===== src/cie_pkg.sv =====
// Package: constants and types for the clear instruction executor
package cie_pkg;
  localparam int INSTR_W = 16;
  localparam int ADDR_W = 8;
  localparam int BANK_W = 4;
  localparam int DATA_W = 8;
  localparam int WATCHDOG_W = 16;
  localparam int PSC_W = 16;
  localparam logic [6:0] CLR_OPC = 7'h35;        // Upper seven bits 0110 101
  localparam int CLR_OPC_LSB = 9;
  localparam int BANK_BIT = 8;
  localparam logic [15:0] WATCHDOG_OPC = 16'h0004; // Whole word 0000 0000 0000 0100
  localparam logic [7:0] IDX_LIMIT = 8'h5F;      // Indexed offset applies at or below this
  localparam logic [7:0] ACCESS_SPLIT = 8'h60;   // Access bank low part ends below this
  localparam logic [BANK_W-1:0] ACCESS_HI_BANK = 4'hF;
  localparam logic [DATA_W-1:0] DATA_ZERO = 8'h00;
  localparam logic [WATCHDOG_W-1:0] WATCHDOG_ZERO = 16'h0000;
  localparam logic [PSC_W-1:0] PSC_ZERO = 16'h0000;
  localparam logic [BANK_W-1:0] BANK_RST = 4'h0;

  typedef enum logic [1:0] {
    Q_DECODE = 2'b00,
    Q_READ = 2'b01,
    Q_PROCESS = 2'b10,
    Q_WRITE = 2'b11
  } cie_phase_e;

  // Data memory write request
  typedef struct packed {
    logic we;
    logic [BANK_W+ADDR_W-1:0] addr;
    logic [DATA_W-1:0] data;
  } cie_wr_s;

  // Status flag update
  typedef struct packed {
    logic set_zero;
    logic set_timeout;
    logic set_powerdown;
    logic clr_watchdog;
  } cie_stat_s;
endpackage


===== src/cie_addr_calc.sv =====
// Address former for the register-clear instruction
`timescale 1ns/1ns
`default_nettype none
module cie_addr_calc
  import cie_pkg::*;
(
  input wire logic [ADDR_W-1:0] reg_field,
  input wire logic bank_bit,
  input wire logic ext_en,
  input wire logic [BANK_W-1:0] bank_select_reg,
  input wire logic [ADDR_W-1:0] index_base,
  output logic [BANK_W+ADDR_W-1:0] full_addr
);
  // Bank choice and indexed literal offset mode
  always_comb begin
    if (bank_bit) begin
      full_addr = {bank_select_reg, reg_field};
    end else if (ext_en && reg_field <= IDX_LIMIT) begin
      full_addr = {BANK_RST, index_base} + {BANK_RST, reg_field};
    end else if (reg_field < ACCESS_SPLIT) begin
      full_addr = {BANK_RST, reg_field};
    end else begin
      full_addr = {ACCESS_HI_BANK, reg_field};
    end
  end
endmodule // cie_addr_calc
`default_nettype wire


===== src/cie_exec.sv =====
// Top: executes the register-clear and watchdog-clear instructions
// Function
// - Register-clear opcode writes zero to addressed register and sets zero flag.
// - Bank bit 0 selects access bank; 1 uses bank select register.
// - Bank bit 0 with extended set uses indexed offset when field at most 95.
// - Watchdog-clear zeroes counter and postscaler, sets timeout and powerdown flags.
`timescale 1ns/1ns
`default_nettype none
module cie_exec
  import cie_pkg::*;
(
  input wire logic CLK_SYS,
  input wire logic RSTN,
  input wire logic INSTR_VALID,
  input wire logic [cie_pkg::INSTR_W-1:0] INSTR_WORD,
  input wire logic EXT_EN,
  input wire logic [cie_pkg::BANK_W-1:0] BANK_SELECT_REG,
  input wire logic [cie_pkg::ADDR_W-1:0] INDEX_BASE,
  output logic INSTR_READY,
  output logic [1:0] PHASE,
  output cie_pkg::cie_wr_s MEM_WR,
  output cie_pkg::cie_stat_s STAT_UPD
);
  import cie_pkg::*;

  logic rst_meta;
  logic rst_sync;
  cie_phase_e phase;
  cie_phase_e next_phase;
  logic [INSTR_W-1:0] instr;
  logic [INSTR_W-1:0] next_instr;
  logic active;
  logic next_active;
  cie_wr_s wr;
  cie_wr_s next_wr;
  cie_stat_s stat;
  cie_stat_s next_stat;
  logic [BANK_W+ADDR_W-1:0] calc_addr;
  logic is_clr;
  logic is_watchdog;

  // Reset release through two flip-flops
  always_ff @(posedge CLK_SYS or negedge RSTN) begin
    if (!RSTN) begin
      rst_meta <= 1'b0;
      rst_sync <= 1'b0;
    end else begin
      rst_meta <= 1'b1;
      rst_sync <= rst_meta;
    end
  end

  // Opcode decode
  function automatic logic dec_clr(input logic [INSTR_W-1:0] w);
    dec_clr = (w[INSTR_W-1:CLR_OPC_LSB] == CLR_OPC);
  endfunction

  assign is_clr = dec_clr(instr);
  assign is_watchdog = (instr == WATCHDOG_OPC);

  cie_addr_calc u_addr (
    .reg_field(instr[ADDR_W-1:0]),
    .bank_bit(instr[BANK_BIT]),
    .ext_en(EXT_EN),
    .bank_select_reg(BANK_SELECT_REG),
    .index_base(INDEX_BASE),
    .full_addr(calc_addr)
  );

  // New word taken only at the decode phase
  assign INSTR_READY = (phase == Q_DECODE);
  assign PHASE = phase;
  assign MEM_WR = wr;
  assign STAT_UPD = stat;

  // Four-phase sequence and write/flag outputs
  always_comb begin
    next_phase = phase;
    next_instr = instr;
    next_active = active;
    next_wr = '0;
    next_stat = '0;
    unique case (phase)
      Q_DECODE: begin
        next_phase = Q_READ;
        next_active = INSTR_VALID;
        if (INSTR_VALID) begin
          next_instr = INSTR_WORD;
        end
      end
      Q_READ: begin
        next_phase = Q_PROCESS;
      end
      Q_PROCESS: begin
        next_phase = Q_WRITE;
        if (active && is_clr) begin
          next_wr.we = 1'b1;
          next_wr.addr = calc_addr;
          next_wr.data = DATA_ZERO;
          next_stat.set_zero = 1'b1;
        end
        if (active && is_watchdog) begin
          next_stat.clr_watchdog = 1'b1;
          next_stat.set_timeout = 1'b1;
          next_stat.set_powerdown = 1'b1;
        end
      end
      Q_WRITE: begin
        next_phase = Q_DECODE;
        next_active = 1'b0;
      end
    endcase
  end

  // Registers of the sequencer
  always_ff @(posedge CLK_SYS or negedge rst_sync) begin
    if (!rst_sync) begin
      phase <= Q_DECODE;
      instr <= '0;
      active <= 1'b0;
      wr <= '0;
      stat <= '0;
    end else begin
      phase <= next_phase;
      instr <= next_instr;
      active <= next_active;
      wr <= next_wr;
      stat <= next_stat;
    end
  end

  // Watchdog model: counter and postscaler cleared by the pulse
  logic [WATCHDOG_W-1:0] watchdog_cnt;
  logic [PSC_W-1:0] psc_cnt;
  logic [WATCHDOG_W-1:0] next_watchdog_cnt;
  logic [PSC_W-1:0] next_psc_cnt;
  always_comb begin
    next_psc_cnt = psc_cnt + PSC_W'(1'b1);
    next_watchdog_cnt = (psc_cnt == '1) ? watchdog_cnt + WATCHDOG_W'(1'b1) : watchdog_cnt;
    if (stat.clr_watchdog) begin
      next_psc_cnt = PSC_ZERO;
      next_watchdog_cnt = WATCHDOG_ZERO;
    end
  end

  // Watchdog counter registers
  always_ff @(posedge CLK_SYS or negedge rst_sync) begin
    if (!rst_sync) begin
      watchdog_cnt <= WATCHDOG_ZERO;
      psc_cnt <= PSC_ZERO;
    end else begin
      watchdog_cnt <= next_watchdog_cnt;
      psc_cnt <= next_psc_cnt;
    end
  end

  // Checks look one edge after the process phase, where the registered pulses stand
  // Checks on the register-clear path
  a_clr_writes_zero: assert property (@(posedge CLK_SYS) disable iff (!rst_sync)
    (phase == Q_PROCESS && active && is_clr) |=> (wr.we && wr.data == DATA_ZERO && stat.set_zero))
    else $error("clear did not write zero");
  a_bank_select: assert property (@(posedge CLK_SYS) disable iff (!rst_sync)
    (phase == Q_PROCESS && active && is_clr && instr[BANK_BIT])
      |=> (wr.addr == {$past(BANK_SELECT_REG), $past(instr[ADDR_W-1:0])}))
    else $error("bank select not used");
  a_access_low: assert property (@(posedge CLK_SYS) disable iff (!rst_sync)
    (phase == Q_PROCESS && active && is_clr && !instr[BANK_BIT] && !EXT_EN && instr[ADDR_W-1:0] < ACCESS_SPLIT)
      |=> (wr.addr[BANK_W+ADDR_W-1:ADDR_W] == BANK_RST))
    else $error("access bank wrong");
  a_hi_bank: assert property (@(posedge CLK_SYS) disable iff (!rst_sync)
    (phase == Q_PROCESS && active && is_clr && !instr[BANK_BIT] && instr[ADDR_W-1:0] >= ACCESS_SPLIT)
      |=> (wr.addr == {ACCESS_HI_BANK, $past(instr[ADDR_W-1:0])}))
    else $error("upper access bank wrong");
  a_indexed_mode: assert property (@(posedge CLK_SYS) disable iff (!rst_sync)
    (phase == Q_PROCESS && active && is_clr && !instr[BANK_BIT] && EXT_EN && instr[ADDR_W-1:0] <= IDX_LIMIT)
      |=> (wr.addr == ({BANK_RST, $past(INDEX_BASE)} + {BANK_RST, $past(instr[ADDR_W-1:0])})))
    else $error("indexed offset wrong");
  a_plain_low: assert property (@(posedge CLK_SYS) disable iff (!rst_sync)
    (phase == Q_PROCESS && active && is_clr && !instr[BANK_BIT] && !EXT_EN && instr[ADDR_W-1:0] <= IDX_LIMIT)
      |=> (wr.addr == {BANK_RST, $past(instr[ADDR_W-1:0])}))
    else $error("offset used without extended set");
  a_zero_paired: assert property (@(posedge CLK_SYS) disable iff (!rst_sync)
    (wr.we == stat.set_zero))
    else $error("zero flag and write apart");
  a_no_spurious: assert property (@(posedge CLK_SYS) disable iff (!rst_sync)
    (stat.set_zero || wr.we) |-> $past(is_clr && active))
    else $error("spurious clear");

  // Checks on the watchdog-clear path and on words with no effect
  a_watchdog_flags: assert property (@(posedge CLK_SYS) disable iff (!rst_sync)
    (phase == Q_PROCESS && active && is_watchdog)
      |=> (stat.set_timeout && stat.set_powerdown && stat.clr_watchdog)
      ##1 (watchdog_cnt == WATCHDOG_ZERO && psc_cnt == PSC_ZERO))
    else $error("watchdog clear failed");
  a_watchdog_only: assert property (@(posedge CLK_SYS) disable iff (!rst_sync)
    stat.clr_watchdog |-> $past(is_watchdog && active))
    else $error("spurious watchdog clear");
  a_noop_quiet: assert property (@(posedge CLK_SYS) disable iff (!rst_sync)
    (phase == Q_PROCESS && !(active && (is_clr || is_watchdog)))
      |=> (!wr.we && stat == '0))
    else $error("no-op word had an effect");

  // Checks on the four-phase sequence; the first edge after release still holds reset
  a_phase_cycle: assert property (@(posedge CLK_SYS) disable iff (!rst_sync)
    (rst_sync && phase == Q_DECODE) |=> (phase == Q_READ) ##1 (phase == Q_PROCESS) ##1 (phase == Q_WRITE) ##1 (phase == Q_DECODE))
    else $error("phase order broken");
  a_word_taken: assert property (@(posedge CLK_SYS) disable iff (!rst_sync)
    (rst_sync && phase == Q_DECODE) |=> (active == $past(INSTR_VALID)))
    else $error("valid not taken at decode");
  a_word_held: assert property (@(posedge CLK_SYS) disable iff (!rst_sync)
    (phase != Q_DECODE) |=> (instr == $past(instr)))
    else $error("word changed outside decode");
  a_write_in_q4: assert property (@(posedge CLK_SYS) disable iff (!rst_sync)
    wr.we |-> (phase == Q_WRITE))
    else $error("write outside last phase");
  a_flags_in_q4: assert property (@(posedge CLK_SYS) disable iff (!rst_sync)
    (stat != '0) |-> (phase == Q_WRITE))
    else $error("flag pulse outside last phase");
  a_pulse_once: assert property (@(posedge CLK_SYS) disable iff (!rst_sync)
    (wr.we || stat != '0) |=> (!wr.we && stat == '0))
    else $error("pulse longer than one cycle");
endmodule // cie_exec
`default_nettype wire


===== config.mk =====
export PLATFORM = sky130hd
export DESIGN_NAME = cie_exec
export DESIGN_NICKNAME = d
export VERILOG_FILES = /design/src/cie_pkg.sv /design/src/cie_addr_calc.sv /design/src/cie_exec.sv
export SDC_FILE = /design/constraint.sdc
export NUM_CORES = 1
export LEC_CHECK = 0
export ABC_AREA = 1
export BUFFER_PORTS_ARGS = -buffer_cell sky130_fd_sc_hd__clkbuf_2
export CORE_MARGIN = 1.5
export CORE_UTILIZATION = 53
export CTS_BUF_LIST = sky130_fd_sc_hd__clkbuf_4 sky130_fd_sc_hd__clkbuf_8
export CTS_CLUSTER_DIAMETER = 40
export DETAILED_ROUTE_END_ITERATION = 8
export PLACE_DENSITY = 0.82
export SYNTH_ARGS = -nofsm -noshare
export SYNTH_HDL_FRONTEND = slang
export SYNTH_SLANG_ARGS = --single-unit

===== constraint.sdc =====
create_clock -name CLK_SYS -period 1.3 [get_ports CLK_SYS]
set_input_delay 0.195 -clock CLK_SYS [delete_from_list [all_inputs] [get_ports CLK_SYS]]
set_output_delay 0.195 -clock CLK_SYS [all_outputs]
set_load 0.005 [all_outputs]

Word-level counts from Yosys, hierarchy flattened
Index checks and enable logic that the tools add are counted.

Equality and inequality tests: 5. $lt $le $gt $ge: 2. Multiplexer cells: 10. Reduce and logical (&&, ||, !) cells: 6. Add/subtract/negate cells: 1.

Operators by type and width (number): $mux 21 (2); $mux 12 (3); $eq 16x3->1 const B (1); $add 8x8->9 (1); $le 8x7->1 const B (1); $lt 8x7->1 const B (1); $pmux 2 s4 (1); $eq 7x6->1 const B (1); $eq 2x2->1 const B (2); $mux 4 (1); $logic_and 1x1->1 (3); $mux 3 (1); $eq 2x1->1 const B (1); $logic_not 2->1 (1); $pmux 1 s2 (1); $reduce_and 2->1 (1); $reduce_bool 2->1 (1); $mux 1 (1).

Input port bits: 32. Bits in registers: 46. Word-level logic and storage cells: 36. Output and inout bits: 28.

Depth between registers and ports, before layout
Gate-level depths: netlist (run 1).

Depth after elaboration: 6. Depth in mapped cells: 12.

Cells and area by module
From an unflattened synthesis (run 1), not the netlist that was laid out.

Cell total of the unflattened synthesis: 260. Area total of the unflattened synthesis: 2040.7 um^2.

By module, submodules not included: cie_exec (cells each 161, seq. area each 875.8 um^2, area each 1511.4 um^2, times used 1); cie_addr_calc (cells each 99, seq. area each 0.0 um^2, area each 529.3 um^2, times used 1).

Worst setup path before layout (run 1)
Ideal clock, no wire load.

Path kind: register to register. Start: register instr[0]. End: register wr, in the netlist MEM_WR[14]. Clock period less this slack: 1.499 ns. Required time: 1.187 ns. Stages on the path, launching flop included: 12. Data arrival time: 1.387 ns. Setup slack: -0.199 ns. Library setup time: 0.113 ns. Cell sequence: dfrtp_1 ha_1 inv_1 fa_1 inv_1 nand2_1 nand2_1 nand3b_1 nand3_1 nand3_1 nand2_1 inv_1.

RTL lines: start, declared (line cie_exec.sv:30) `logic [INSTR_W-1:0] instr;`; start signal, assigned (line cie_exec.sv:125) `instr <= next_instr;`; end signal, assigned (line cie_exec.sv:127) `wr <= next_wr;`; end, declared (line cie_exec.sv:34) `cie_wr_s wr;`.

==> summary.txt, run 1 <==
Setup path
  – Critical path arrival: slightly below 2 ns
  – Startpoint types: flip-flop
  – Critical path endpoint category: flip-flop
  – Crit-path most repeated cell: nand2_1
  – Worst Path Required: 1.61 ns
  – CP Cell Sequence: ha_4, inv_2, fa_2, inv_2, nand2_2, nand2_1, nand3b_1, nand2_1, nand2_2, nand3_2, nand2_1, inv_1
  – Kind of cell adding the most delay to the critical path: simple AND/OR/NAND/NOR gates
  – RR Startpoint: instr[0]$_DFFE_PN0P_
  – Slowest stage delay, CP: between 0.4 and 0.5 ns
  – CP max-delay cell: dfrtp_1
  – Buf/Inv on CP: 3
  – Crit path from: instr[0]$_DFFE_PN0P_
  – Worst Path Class, Setup: reg -> reg
  – Highest net fanout along the worst path: 3

Detailed routing
  – Final ANT Viol Nets: 0
  – Vias: 1949
  – DRC viols: 0
  – WL/cell: 17.8 um
  – Detailed Routing Iterations Pass 1: 5
  – Vias per cell: between 5 and 6
  – Drt first-iter violations: 150
  – Total Wirelength: approximately 6300 um

Finish
  – Share of cells above drive strength 1: 0.542
  – Final instance area: slightly below 0.003 sq mm
  – Area growth syn-to-layout: 51.2%
  – Fillers: 174
  – # nets final: 349
  – Diodes inserted: 0

Floorplanning
  – Die Wd: ~63 um
  – Overall die area: ~0.0040 sq mm
  – Initial core utilization: 0.563
  – Ports: 60
  – Die height: ~63 um
  – Site row count: 21
  – Core area: roughly 0.0034 sq mm

Place
  – Cell Area, Placed: 0.00237 sq mm
  – Port-buffer cells: just over 50
  – DP Wirelength: about 3100 um
  – Placer Congestion: between 0.8 and 0.9

Outcome
  – Status: complete, but fails checks
  – Failing checks: setup timing

Synth
  – Synth warn: 0
  – Distinct cells, synth: 29
  – Area leader, netlist: dfrtp_1
  – EDFF count, synth: 0
  – Share of the synthesized area in the top cell type: 0.455
  – Avg Synthesized Cell Area: between 8 and 9 sq um
  – Synth async-reset ratio: 1.00
  – Register area share after synthesis: 0.455
  – Seq cells post-synth: 35
  – Synthesized area: a little under 0.002 sq mm
  – Largest cells by area after synthesis: dfrtp_1, ha_1, nand2_1, inv_1, nor2_1
  – Most frequently used flop master after synthesis: dfrtp_1
  – Gate Count Post-Synth: about 220

Global routing
  – GRT Util Overall: 0.280
  – GR Overflow Total: 0
  – Largest net degree at the start of global routing: 34
  – Vias in the first global route: approximately 1800
  – Initial antenna violation count: 0
  – First-pass GRT wire length: ~8400 um

STA
  – RSZ-0062 raised after global routing: yes
  – Post-route setup TNS: -3.88 ns
  – Fin crit share: 1.29
  – Fin. Hold Viols: 0
  – Worst hold-check slack: 0.0611 ns
  – F_max: 0.597 GHz
  – Clock Skews: 0.0266 ns
  – Final WS setup: -0.374 ns
  – Max-slew violation count: 0
  – Final setup fails: 30
  – Fin crit period: 1.67 ns

CTS
  – Clk pin slew, worst setup/hold paths: approximately 0.11 ns
  – CTS Buffer Depth: 2
  – CTS tree: done
  – Clk Latency, worst-skew pair: approximately 0.37 ns
  – H-tree depth: 2
  – TritonCTS sink count: 35
  – Root Driver: clkbuf_4
  – CTS Buf Count: 5

Power
  – Worst vdd ir: between 0.9 and 1 mV
  – Total power: 2950 uW
  – LEAKAGE: 0.00152 uW
  – Power per Cell Area: slightly above 1000 mW/mm^2

Worst hold path
  – Hold path startpoint: INSTR_WORD[13]
  – Hold WC Path Type: in -> reg

Job
  – Maxcap violations: 0
-- metrics by stage --
stage | std cells | utilization | worst slack (ns)
final | 352 | 0.851 | -0.374
after global routing | 352 | 0.851 | -0.478
after CTS | 347 | 0.788 | -0.251
after global placement | 330 | 0.693 | -0.195
after floorplan | 228 | - | -0.186
after detailed placement | 330 | 0.693 | -0.272
-- area by class of cell --
| class | instances | area, sq um | area share |
|---|---|---|---|
| well taps | 46 | 57.6 | 0.0198 |
| repair buffers | 80 | 519 | 0.179 |
| clock buffers | 6 | 45.0 | 0.0155 |
| inverters | 32 | 125 | 0.0430 |
| clock inverters | 2 | 60.1 | 0.0207 |
| flip-flops and latches | 35 | 880 | 0.302 |
| multi-input cells | 151 | 1220 | 0.420 |
-- Yosys cell counts (3+ instances only) --
library cell and n:
mux2_2 7, inv_1 30, dfrtp_1 35, ha_1 11, or2_2 3, nand3b_1 3, nand3_1 15, a21oi_1 19
o21ai_1 3, nor2_1 28, nand2_1 35, buf_4 11
-- placed cells by master, fill, tap and decap left out, types with 7 or more instances in the layout --
| cell | synthesis | layout |
|---|---|---|
| dfrtp_1 | 35 | 32 |
| ha_4 | 0 | 8 |
| buf_4 | 11 | 19 |
| inv_1 | 30 | 25 |
| nand2_1 | 35 | 27 |
| nor2_4 | 1 | 9 |
| mux2_4 | 0 | 7 |
| nand3_1 | 15 | 9 |
| clkbuf_2 | 0 | 50 |
| a21oi_2 | 1 | 13 |
| nand2_2 | 2 | 8 |
| buf_6 | 0 | 9 |
| nor2_1 | 28 | 19 |
| conb_1 | 2 | 9 |
-- final timing paths --
check	endpoint	cells past startpoint	slack, ns
max	MEM_WR[14]$_DFF_PN0_	12	-0.37
min	instr[13]$_DFFE_PN0P_	2	0.06
max reg2reg	MEM_WR[14]$_DFF_PN0_	12	-0.37
min reg2reg	instr[9]$_DFFE_PN0P_	1	0.25
max in group asynchronous	MEM_WR[11]$_DFF_PN0_	1	0.73
min in group asynchronous	rst_meta$_DFF_PN0_	2	0.14
-- state kept, by name (all words and copies together) (netlist names) --
register and count:
MEM_WR 12, PHASE 2, rst_sync 1, rst_meta 1, instr 16, active 1
STAT_UPD 2
-- cell families (layout without fill, tap and decap cells) --
logic type               count (synthesis)  in the layout  share of synthesized area
AO/OA/AOI/OAI                           27             27                     0.0748
adder cells (fa/ha/maj)                 12             12                     0.0820
buffers and inverters                   45            120                      0.113
flip-flops                              35             35                      0.455
multiplexers                             7              7                     0.0410
other                                    2              9                    0.00391
AND/OR/NAND/NOR                         93             96                      0.230
-- report_power, final --
part	total [uW]	leakage (uW)	switching [uW]	internal [uW]
combinational	721	0.00102	394	327
sequential	1200	0.000440	63.3	1140
clock	1030	0.0000559	405	621
-- metal layers --
| layer | share of wire | up-vias | track usage |
|---|---|---|---|
| met3 | 0.080 | 37 | 0.0607 |
| met2 | 0.50 | 121 | 0.468 |
| met5 | 0 | - | 0 |
| met4 | 0.052 | 0 | 0.139 |
| li1 | - | 855 | - |
| met1 | 0.36 | 936 | 0.343 |
-- timing repair --
action / in CTS / in global routing
pin swaps: 12 / 13
hold buffers: 1 / 0
endpoints found under the hold margin: 2 / 0
setup buffers: 4 / 5
setup endpoints to repair: 28 / 31
gates resized for setup: 34 / 47
gates cloned: 4 / 0
Note: power is estimated with default switching activity, not from simulation.
==> run 2: changes to the inputs <==
CORE_UTILIZATION = 40   (was 53)
PLACE_DENSITY = default   (was 0.82)
==> run 2 against run 1 <==
The flow still finishes with violations (setup timing). Design area down 3.7%. Global-route usage down 10 points. Flip-flop and latch count unchanged. Wire length down 26%. Critical path depth down 1. Core utilization down 25 points. Worst setup slack better by 0.078 ns. Critical path type unchanged. Largest power group is now the clock network. Highest routed layer unchanged.
==> summary.txt, run 2 (synthesized netlist as in run 1, its figures left out) <==
Power
  – Power per Cell Area: 1080 mW/mm^2 (was 1010 mW/mm^2)
  – Worst vdd ir: 0.773 mV (was 0.971 mV)
  – LEAKAGE: 0.00147 uW (was 0.00152 uW)
  – Clock power share: 0.398 (was 0.348)
  – P_sw: 785 uW (was 862 uW)
  – Switching Share: 0.261 (was 0.292)
  – Total power: 3010 uW (was 2950 uW)
  – Combinational Power Share: 0.207 (was 0.245)
  – Sequential share of power: 0.395 (was 0.408)
  – Pint: 2230 uW (was 2090 uW)

Worst hold path
  – Hold path startpoint: BANK_SELECT_REG[3] (was INSTR_WORD[13])
  – Hold Path Sink: MEM_WR[19]$_DFF_PN0_ (was instr[13]$_DFFE_PN0P_)
  – Worst Hold Path Cells: 3 (was 2)
  – Hold WC Path Type: in -> reg (unchanged)

Finish
  – Area growth syn-to-layout: 45.5% (was 51.2%)
  – Share of cells above drive strength 1: 0.482 (was 0.542)
  – Max reg flops: 16 (unchanged)
  – Non-filler cells, final: 355 (was 352)
  – # nets final: 344 (was 349)
  – Most frequent cells in the layout: clkbuf_2, dfrtp_1, nand2_1 (unchanged)
  – Biggest register: instr (unchanged)
  – Diodes inserted: 0 (unchanged)
  – Commonest non-fill, non-tap cell in the layout: clkbuf_2 (unchanged)
  – Fillers: 408 (was 174)

Floorplanning
  – Die height: 72.3 um (was 63.2 um)
  – Site row count: 25 (was 21)
  – Ports: 60 (unchanged)
  – Overall die area: 0.00523 sq mm (was 0.00400 sq mm)
  – Initial core utilization: 0.413 (was 0.563)
  – Core area: 0.00466 sq mm (was 0.00342 sq mm)
  – Die Wd: 72.3 um (was 63.2 um)

CTS
  – Root Driver: clkbuf_8 (was clkbuf_4)
  – Clk Latency, worst-skew pair: 0.29 ns (was 0.37 ns)
  – TritonCTS sink count: 35 (unchanged)
  – H-tree depth: 2 (unchanged)
  – Clk pin slew, worst setup/hold paths: 0.08 ns (was 0.11 ns)
  – CTS Buf Count: 5 (unchanged)
  – CTS tree: done (unchanged)
  – CTS Buffer Depth: 2 (unchanged)

STA
  – F_max: 0.627 GHz (was 0.597 GHz)
  – Post-route setup TNS: -1.93 ns (was -3.88 ns)
  – Fin. Hold Viols: 0 (unchanged)
  – Fin crit share: 1.23 (was 1.29)
  – Final setup fails: 22 (was 30)
  – Max-slew violation count: 0 (unchanged)
  – Final WS setup: -0.296 ns (was -0.374 ns)
  – RSZ-0062 raised after global routing: yes (unchanged)
  – Fin crit period: 1.60 ns (was 1.67 ns)
  – Clock Skews: 0.00867 ns (was 0.0266 ns)

Detailed routing
  – Vias per cell: 4.79 (was 5.54)
  – Total Wirelength: 4650 um (was 6270 um)
  – Drt first-iter violations: 49 (was 150)
  – Detailed Routing Iterations Pass 1: 4 (was 5)
  – DRC viols: 0 (unchanged)
  – WL/cell: 13.1 um (was 17.8 um)
  – Final ANT Viol Nets: 0 (unchanged)
  – Vias: 1700 (was 1949)

Global routing
  – First-pass GRT wire length: 6930 um (was 8400 um)
  – Vias in the first global route: 1546 (was 1802)
  – GR Overflow Total: 0 (unchanged)
  – Initial antenna violation count: 0 (unchanged)
  – GRT Util Overall: 0.177 (was 0.280)
  – Largest net degree at the start of global routing: 34 (unchanged)

Setup path
  – Worst Path Required: 1.49 ns (was 1.61 ns)
  – Startpoint types: flip-flop (unchanged)
  – Critical path arrival: 1.79 ns (was 1.98 ns)
  – Critical path endpoint category: flip-flop (unchanged)
  – FF-to-FF setup slack: -0.30 ns (was -0.37 ns)
  – R2R depth: 11 (was 12)
  – RR Startpoint: instr[0]$_DFFE_PN0P_ (unchanged)
  – Highest net fanout along the worst path: 3 (unchanged)
  – Worst Path Class, Setup: reg -> reg (unchanged)
  – R2r endpoint: MEM_WR[14]$_DFF_PN0_ (unchanged)

Place
  – DP Cell Count: 336 (was 330)
  – Placer Congestion: 0.804 (was 0.882)
  – Port-buffer cells: 51 (unchanged)
  – DP Wirelength: 3150 um (about the same)

Job
  – Maxcap violations: 0 (unchanged)

Outcome
  – Status: complete, but fails checks (unchanged)
  – Failing checks: setup timing (unchanged)
-- run 2: changes by cell type in the layout (fill, tap and decap cells not counted), sizes merged --
| cell | before | now |
|---|---|---|
| buf | 29 | 25 |
| nor2 | 33 | 32 |
-- run 2: power by group through the flow --
| stage | Combinational, uW | Sequential [uW] | Clock (uW) |
|---|---|---|---|
| finish | 623 | 1190 | 1200 |
| global route | 695 | 1190 | 1250 |
| CTS | 568 | 1190 | 1210 |
| detailed placement | 500 | 1210 | 0 |
| global placement | 491 | 1210 | 0 |
| floorplan | 334 | 1210 | 0 |
-- run 2: timing repair --
action,in CTS,in global routing
setup endpoints to repair,27,27
pin swaps,7,4
gates resized for setup,24,28
buffers inserted,4,4
hold buffers,1,0
gates cloned,2,0
endpoints found under the hold margin,2,0
-- run 2: worst max path at each step --
| stage | slack (ns) | cells past startpoint | to | startpoint |
|---|---|---|---|---|
| after detailed placement | -0.27 | 10 | MEM_WR[12]$_DFF_PN0_ | instr[0]$_DFFE_PN0P_ |
| after global routing | -0.41 | 11 | MEM_WR[14]$_DFF_PN0_ | instr[0]$_DFFE_PN0P_ |
| final | -0.30 | 11 | MEM_WR[14]$_DFF_PN0_ | instr[0]$_DFFE_PN0P_ |
| after floorplan | -0.19 | 11 | MEM_WR[14]$_DFF_PN0_ | instr[0]$_DFFE_PN0P_ |
| after global placement | -0.20 | 11 | MEM_WR[14]$_DFF_PN0_ | instr[0]$_DFFE_PN0P_ |
| after CTS | -0.26 | 11 | MEM_WR[14]$_DFF_PN0_ | instr[0]$_DFFE_PN0P_ |
-- run 2: area by class of cell --
cell class	count	area, sq um	share of cell area
multi-input cells	150	1120	0.400
flip-flops and latches	35	877	0.313
repair buffers	76	474	0.169
inverters	32	125	0.0447
clock buffers	6	76.3	0.0273
well taps	54	67.6	0.0241
clock inverters	2	60.1	0.0215
-- run 2: worst max-delay path: stages, from the launching register on --
cell and delay (ns):
dfrtp_1 0.35, ha_2 0.18, inv_2 0.04, fa_2 0.34, inv_2 0.09, nand2_2 0.06
nand2_1 0.06, nand3b_1 0.09, nand3_1 0.10, nand3_1 0.08, nand2_1 0.07, inv_1 0.03
-- run 2: layer usage --
metal | vias up | wire length [um] | track usage
met4 | 0 | 58 | 0.0566
met1 | 804 | 2040 | 0.227
met2 | 44 | 2340 | 0.289
li1 | 846 | - | -
met5 | - | 0 | 0
met3 | 6 | 215 | 0.0500
-- run 2: through the flow --
stage | hold WS (ns) | instance area (sq um) | util | setup WS (ns)
floorplan | -0.101 | 2020 | - | -0.186
global placement | -0.0186 | 2360 | 0.507 | -0.203
detailed placement | -0.0185 | 2360 | 0.507 | -0.268
CTS | 0.130 | 2660 | 0.572 | -0.263
global route | 0.127 | 2800 | 0.601 | -0.414
finish | 0.131 | 2800 | 0.601 | -0.296
==> run 3: changes to the inputs <==
ABC_AREA = default   (was 1)
PLACE_DENSITY = 0.66   (was default)
==> run 3 against run 2 <==
Largest cell class unchanged. Largest power group is now registers. Global-route usage increased by 0.84 points. Clock power is 24% lower. The flow still finishes with violations (setup timing). Register-to-register slack worse by 0.28 ns.
==> summary.txt, run 3 <==
Global routing
  – Initial antenna violation count: 0 (unchanged)
  – Largest net degree at the start of global routing: 24 (was 34)
  – Vias in the first global route: 1511 (was 1546)
  – GR Overflow Total: 0 (unchanged)
  – First-pass GRT wire length: 6940 um (was 6930 um)
  – GRT Util Overall: 0.185 (was 0.177)

Setup path
  – Critical path arrival: 2.11 ns (was 1.79 ns)
  – Worst Path Class, Setup: reg -> reg (unchanged)
  – Kind of cell adding the most delay to the critical path: adder cells (unchanged)
  – Startpoint types: flip-flop (unchanged)
  – Critical path endpoint category: flip-flop (unchanged)
  – Highest net fanout along the worst path: 2 (was 3)
  – CP max-delay cell: dfrtp_1 (unchanged)
  – FF-to-FF setup slack: -0.58 ns (was -0.30 ns)
  – Slowest stage delay, CP: 0.35 ns (about the same)
  – CP Cell Sequence: ha_2, inv_2, fa_2, nand2b_4, buf_4, buf_6, nand2b_4, a21oi_2, xnor2_1, nand2_1, a21oi_2 (was ha_2, inv_2, fa_2, inv_2, nand2_2, nand2_1, nand3b_1, nand3_1, nand3_1, nand2_1, inv_1)
  – Worst Path Required: 1.53 ns (was 1.49 ns)
  – Buf/Inv on CP: 3 (unchanged)

Place
  – DP Wirelength: 2950 um (was 3150 um)
  – Port-buffer cells: 51 (unchanged)
  – Cell Area, Placed: 0.00244 sq mm (was 0.00236 sq mm)
  – Placer Congestion: 0.816 (was 0.804)

Power
  – LEAKAGE: 0.00150 uW (was 0.00147 uW)
  – Combinational Power Share: 0.266 (was 0.207)
  – Worst vdd ir: 0.630 mV (was 0.773 mV)
  – Clock power share: 0.317 (was 0.398)
  – Sequential share of power: 0.417 (was 0.395)
  – Pint: 2080 uW (was 2230 uW)
  – Switching Share: 0.274 (was 0.261)
  – Power per Cell Area: 992 mW/mm^2 (was 1080 mW/mm^2)
  – P_sw: 783 uW (was 785 uW)

Synth
  – Share of the synthesized area in the top cell type: 0.484 (was 0.455)
  – Synthesized area: 0.00181 sq mm (was 0.00192 sq mm)
  – Area leader, netlist: dfrtp_1 (unchanged)
  – Most common cell in the netlist: dfrtp_1
  – Gate Count Post-Synth: 158 (was 221)
  – Avg Synthesized Cell Area: 11.4 sq um (was 8.70 sq um)
  – Register area share after synthesis: 0.484 (was 0.455)
  – Seq cells post-synth: 35 (unchanged)
  – Synth async-reset ratio: 1.00 (unchanged)
  – EDFF count, synth: 0 (unchanged)
  – Distinct cells, synth: 36 (was 29)
  – Most frequently used flop master after synthesis: dfrtp_1 (unchanged)
  – Largest cells by area after synthesis: dfrtp_1, mux2_2, ha_1, buf_4, a21oi_1 (was dfrtp_1, ha_1, nand2_1, inv_1, nor2_1)
  – Synth warn: 0 (unchanged)
  – Post-synth top cells: dfrtp_1, mux2_2, buf_4, nand2_1 (was dfrtp_1, nand2_1, inv_1, nor2_1, a21oi_1)

Detailed routing
  – Total Wirelength: 4450 um (was 4650 um)
  – Metal2 WL: 2300 um (was 2340 um)
  – Wl on met1: 1800 um (was 2040 um)
  – Top routing layer in use: met4 (unchanged)
  – WL/cell: 14.1 um (was 13.1 um)
  – Vias: 1504 (was 1700)
  – DRC viols: 0 (unchanged)
  – WL met3: 296 um (was 215 um)
  – Detailed Routing Iterations Pass 1: 4 (unchanged)
  – Drt first-iter violations: 50 (was 49)
  – Vias per cell: 4.77 (was 4.79)
  – Final ANT Viol Nets: 0 (unchanged)

Finish
  – Biggest register: instr (unchanged)
  – Final instance area: 0.00289 sq mm (was 0.00280 sq mm)
  – Area growth syn-to-layout: 59.6% (was 45.5%)
  – Final core utilization: 0.663 (was 0.601)
  – Commonest non-fill, non-tap cell in the layout: clkbuf_2 (unchanged)
  – Diodes inserted: 0 (unchanged)
  – Most frequent cells in the layout: clkbuf_2, buf_4, dfrtp_1 (was clkbuf_2, dfrtp_1, nand2_1)
  – Max reg flops: 16 (unchanged)
  – Share of cells above drive strength 1: 0.635 (was 0.482)
  – # nets final: 306 (was 344)

STA
  – Final WS setup: -0.579 ns (was -0.296 ns)
  – F_max: 0.532 GHz (was 0.627 GHz)
  – Max-slew violation count: 0 (unchanged)
  – RSZ-0062 raised after global routing: yes (unchanged)
  – Fin. Hold Viols: 0 (unchanged)
  – Final setup fails: 31 (was 22)
  – Fin crit share: 1.45 (was 1.23)
  – Fin crit period: 1.88 ns (was 1.60 ns)
  – Clock Skews: 0.00865 ns (was 0.00867 ns)

CTS
  – TritonCTS sink count: 35 (unchanged)
  – Root Driver: clkbuf_8 (unchanged)
  – Clk Latency, worst-skew pair: 0.30 ns (was 0.29 ns)
  – CTS Buffer Depth: 2 (unchanged)
  – CTS Buf Count: 5 (unchanged)
  – CTS tree: done (unchanged)
  – H-tree depth: 2 (unchanged)
  – Clk pin slew, worst setup/hold paths: 0.08 ns (about the same)

Floorplanning
  – Die Wd: 70.2 um (was 72.3 um)
  – Die height: 70.2 um (was 72.3 um)
  – Site row count: 24 (was 25)
  – Initial core utilization: 0.415 (was 0.413)
  – Overall die area: 0.00493 sq mm (was 0.00523 sq mm)
  – Core area: 0.00435 sq mm (was 0.00466 sq mm)
  – Ports: 60 (unchanged)

Worst hold path
  – Hold WC Path Type: in -> reg (unchanged)

Job
  – Maxcap violations: 0 (unchanged)

Outcome
  – Status: complete, but fails checks (unchanged)
  – Failing checks: setup timing (unchanged)
run 3: power by group through the flow:
stage,logic (uW),clock network [uW],registers [uW]
floorplan,388,0,1220
global placement,624,0,1200
detailed placement,630,0,1200
CTS,706,931,1190
global route,830,981,1200
finish,762,907,1190
run 3: area by class of cell:
class                   count  area [sq um]
clock buffers               8           104
fillers                   338          1470
inverters                  10          40.0
multi-input cells         108          1100
flip-flops and latches     35           876
well taps                  52          65.1
repair buffers            102           696
run 3: what timing repair did:
action	4_1_cts	5_1_grt
pin swaps	24	12
setup buffers	8	10
hold buffers	1	0
endpoints found under the hold margin	2	0
setup endpoints to repair	30	33
resized for setup	25	29
cloned	1	0
run 3: metrics by stage:
stage                     TNS (ns)  cells  setup WS (ns)  power [uW]  hold slack (ns)
after global routing         -7.24    315         -0.737        3010            0.119
after detailed placement     -5.89    292         -0.549        1830          -0.0173
after CTS                    -3.70    309         -0.542        2830            0.106
after global placement       -5.65    292         -0.514        1830          -0.0167
after floorplan              -2.37    165         -0.508        1610           -0.101
final                        -5.26    315         -0.579        2860            0.123
run 3: logic make-up after synthesis:
family	after synthesis	share of synthesized area
AO/OA/AOI/OAI	30	0.130
other	2	0.00415
flip-flops	35	0.484
XOR/XNOR	3	0.0145
adder cells (fa/ha/maj)	12	0.0872
multiplexers	16	0.0997
AND/OR/NAND/NOR	37	0.107
buffers and inverters	23	0.0734
run 3: final timing paths:
path,depth (start not counted),to,start
max,11,MEM_WR[12]$_DFF_PN0_,instr[0]$_DFFE_PN0P_
min,3,MEM_WR[18]$_DFF_PN0_,BANK_SELECT_REG[2]
max reg2reg,11,MEM_WR[12]$_DFF_PN0_,instr[0]$_DFFE_PN0P_
min reg2reg,1,instr[10]$_DFFE_PN0P_,rst_sync$_DFF_PN0_
max in group asynchronous,1,instr[5]$_DFFE_PN0P_,rst_sync$_DFF_PN0_
min in group asynchronous,1,instr[10]$_DFFE_PN0P_,rst_sync$_DFF_PN0_
run 3: metal layers:
layer | GRT usage | vias up
li1 | - | 741
met1 | 0.222 | 713
met2 | 0.309 | 44
met3 | 0.0606 | 6
met4 | 0.0684 | 0
met5 | 0 | -
run 3: tightest hold or removal path, stage by stage:
cell      delay [ns]
clkbuf_2        0.08
inv_1           0.06
a21oi_2         0.05
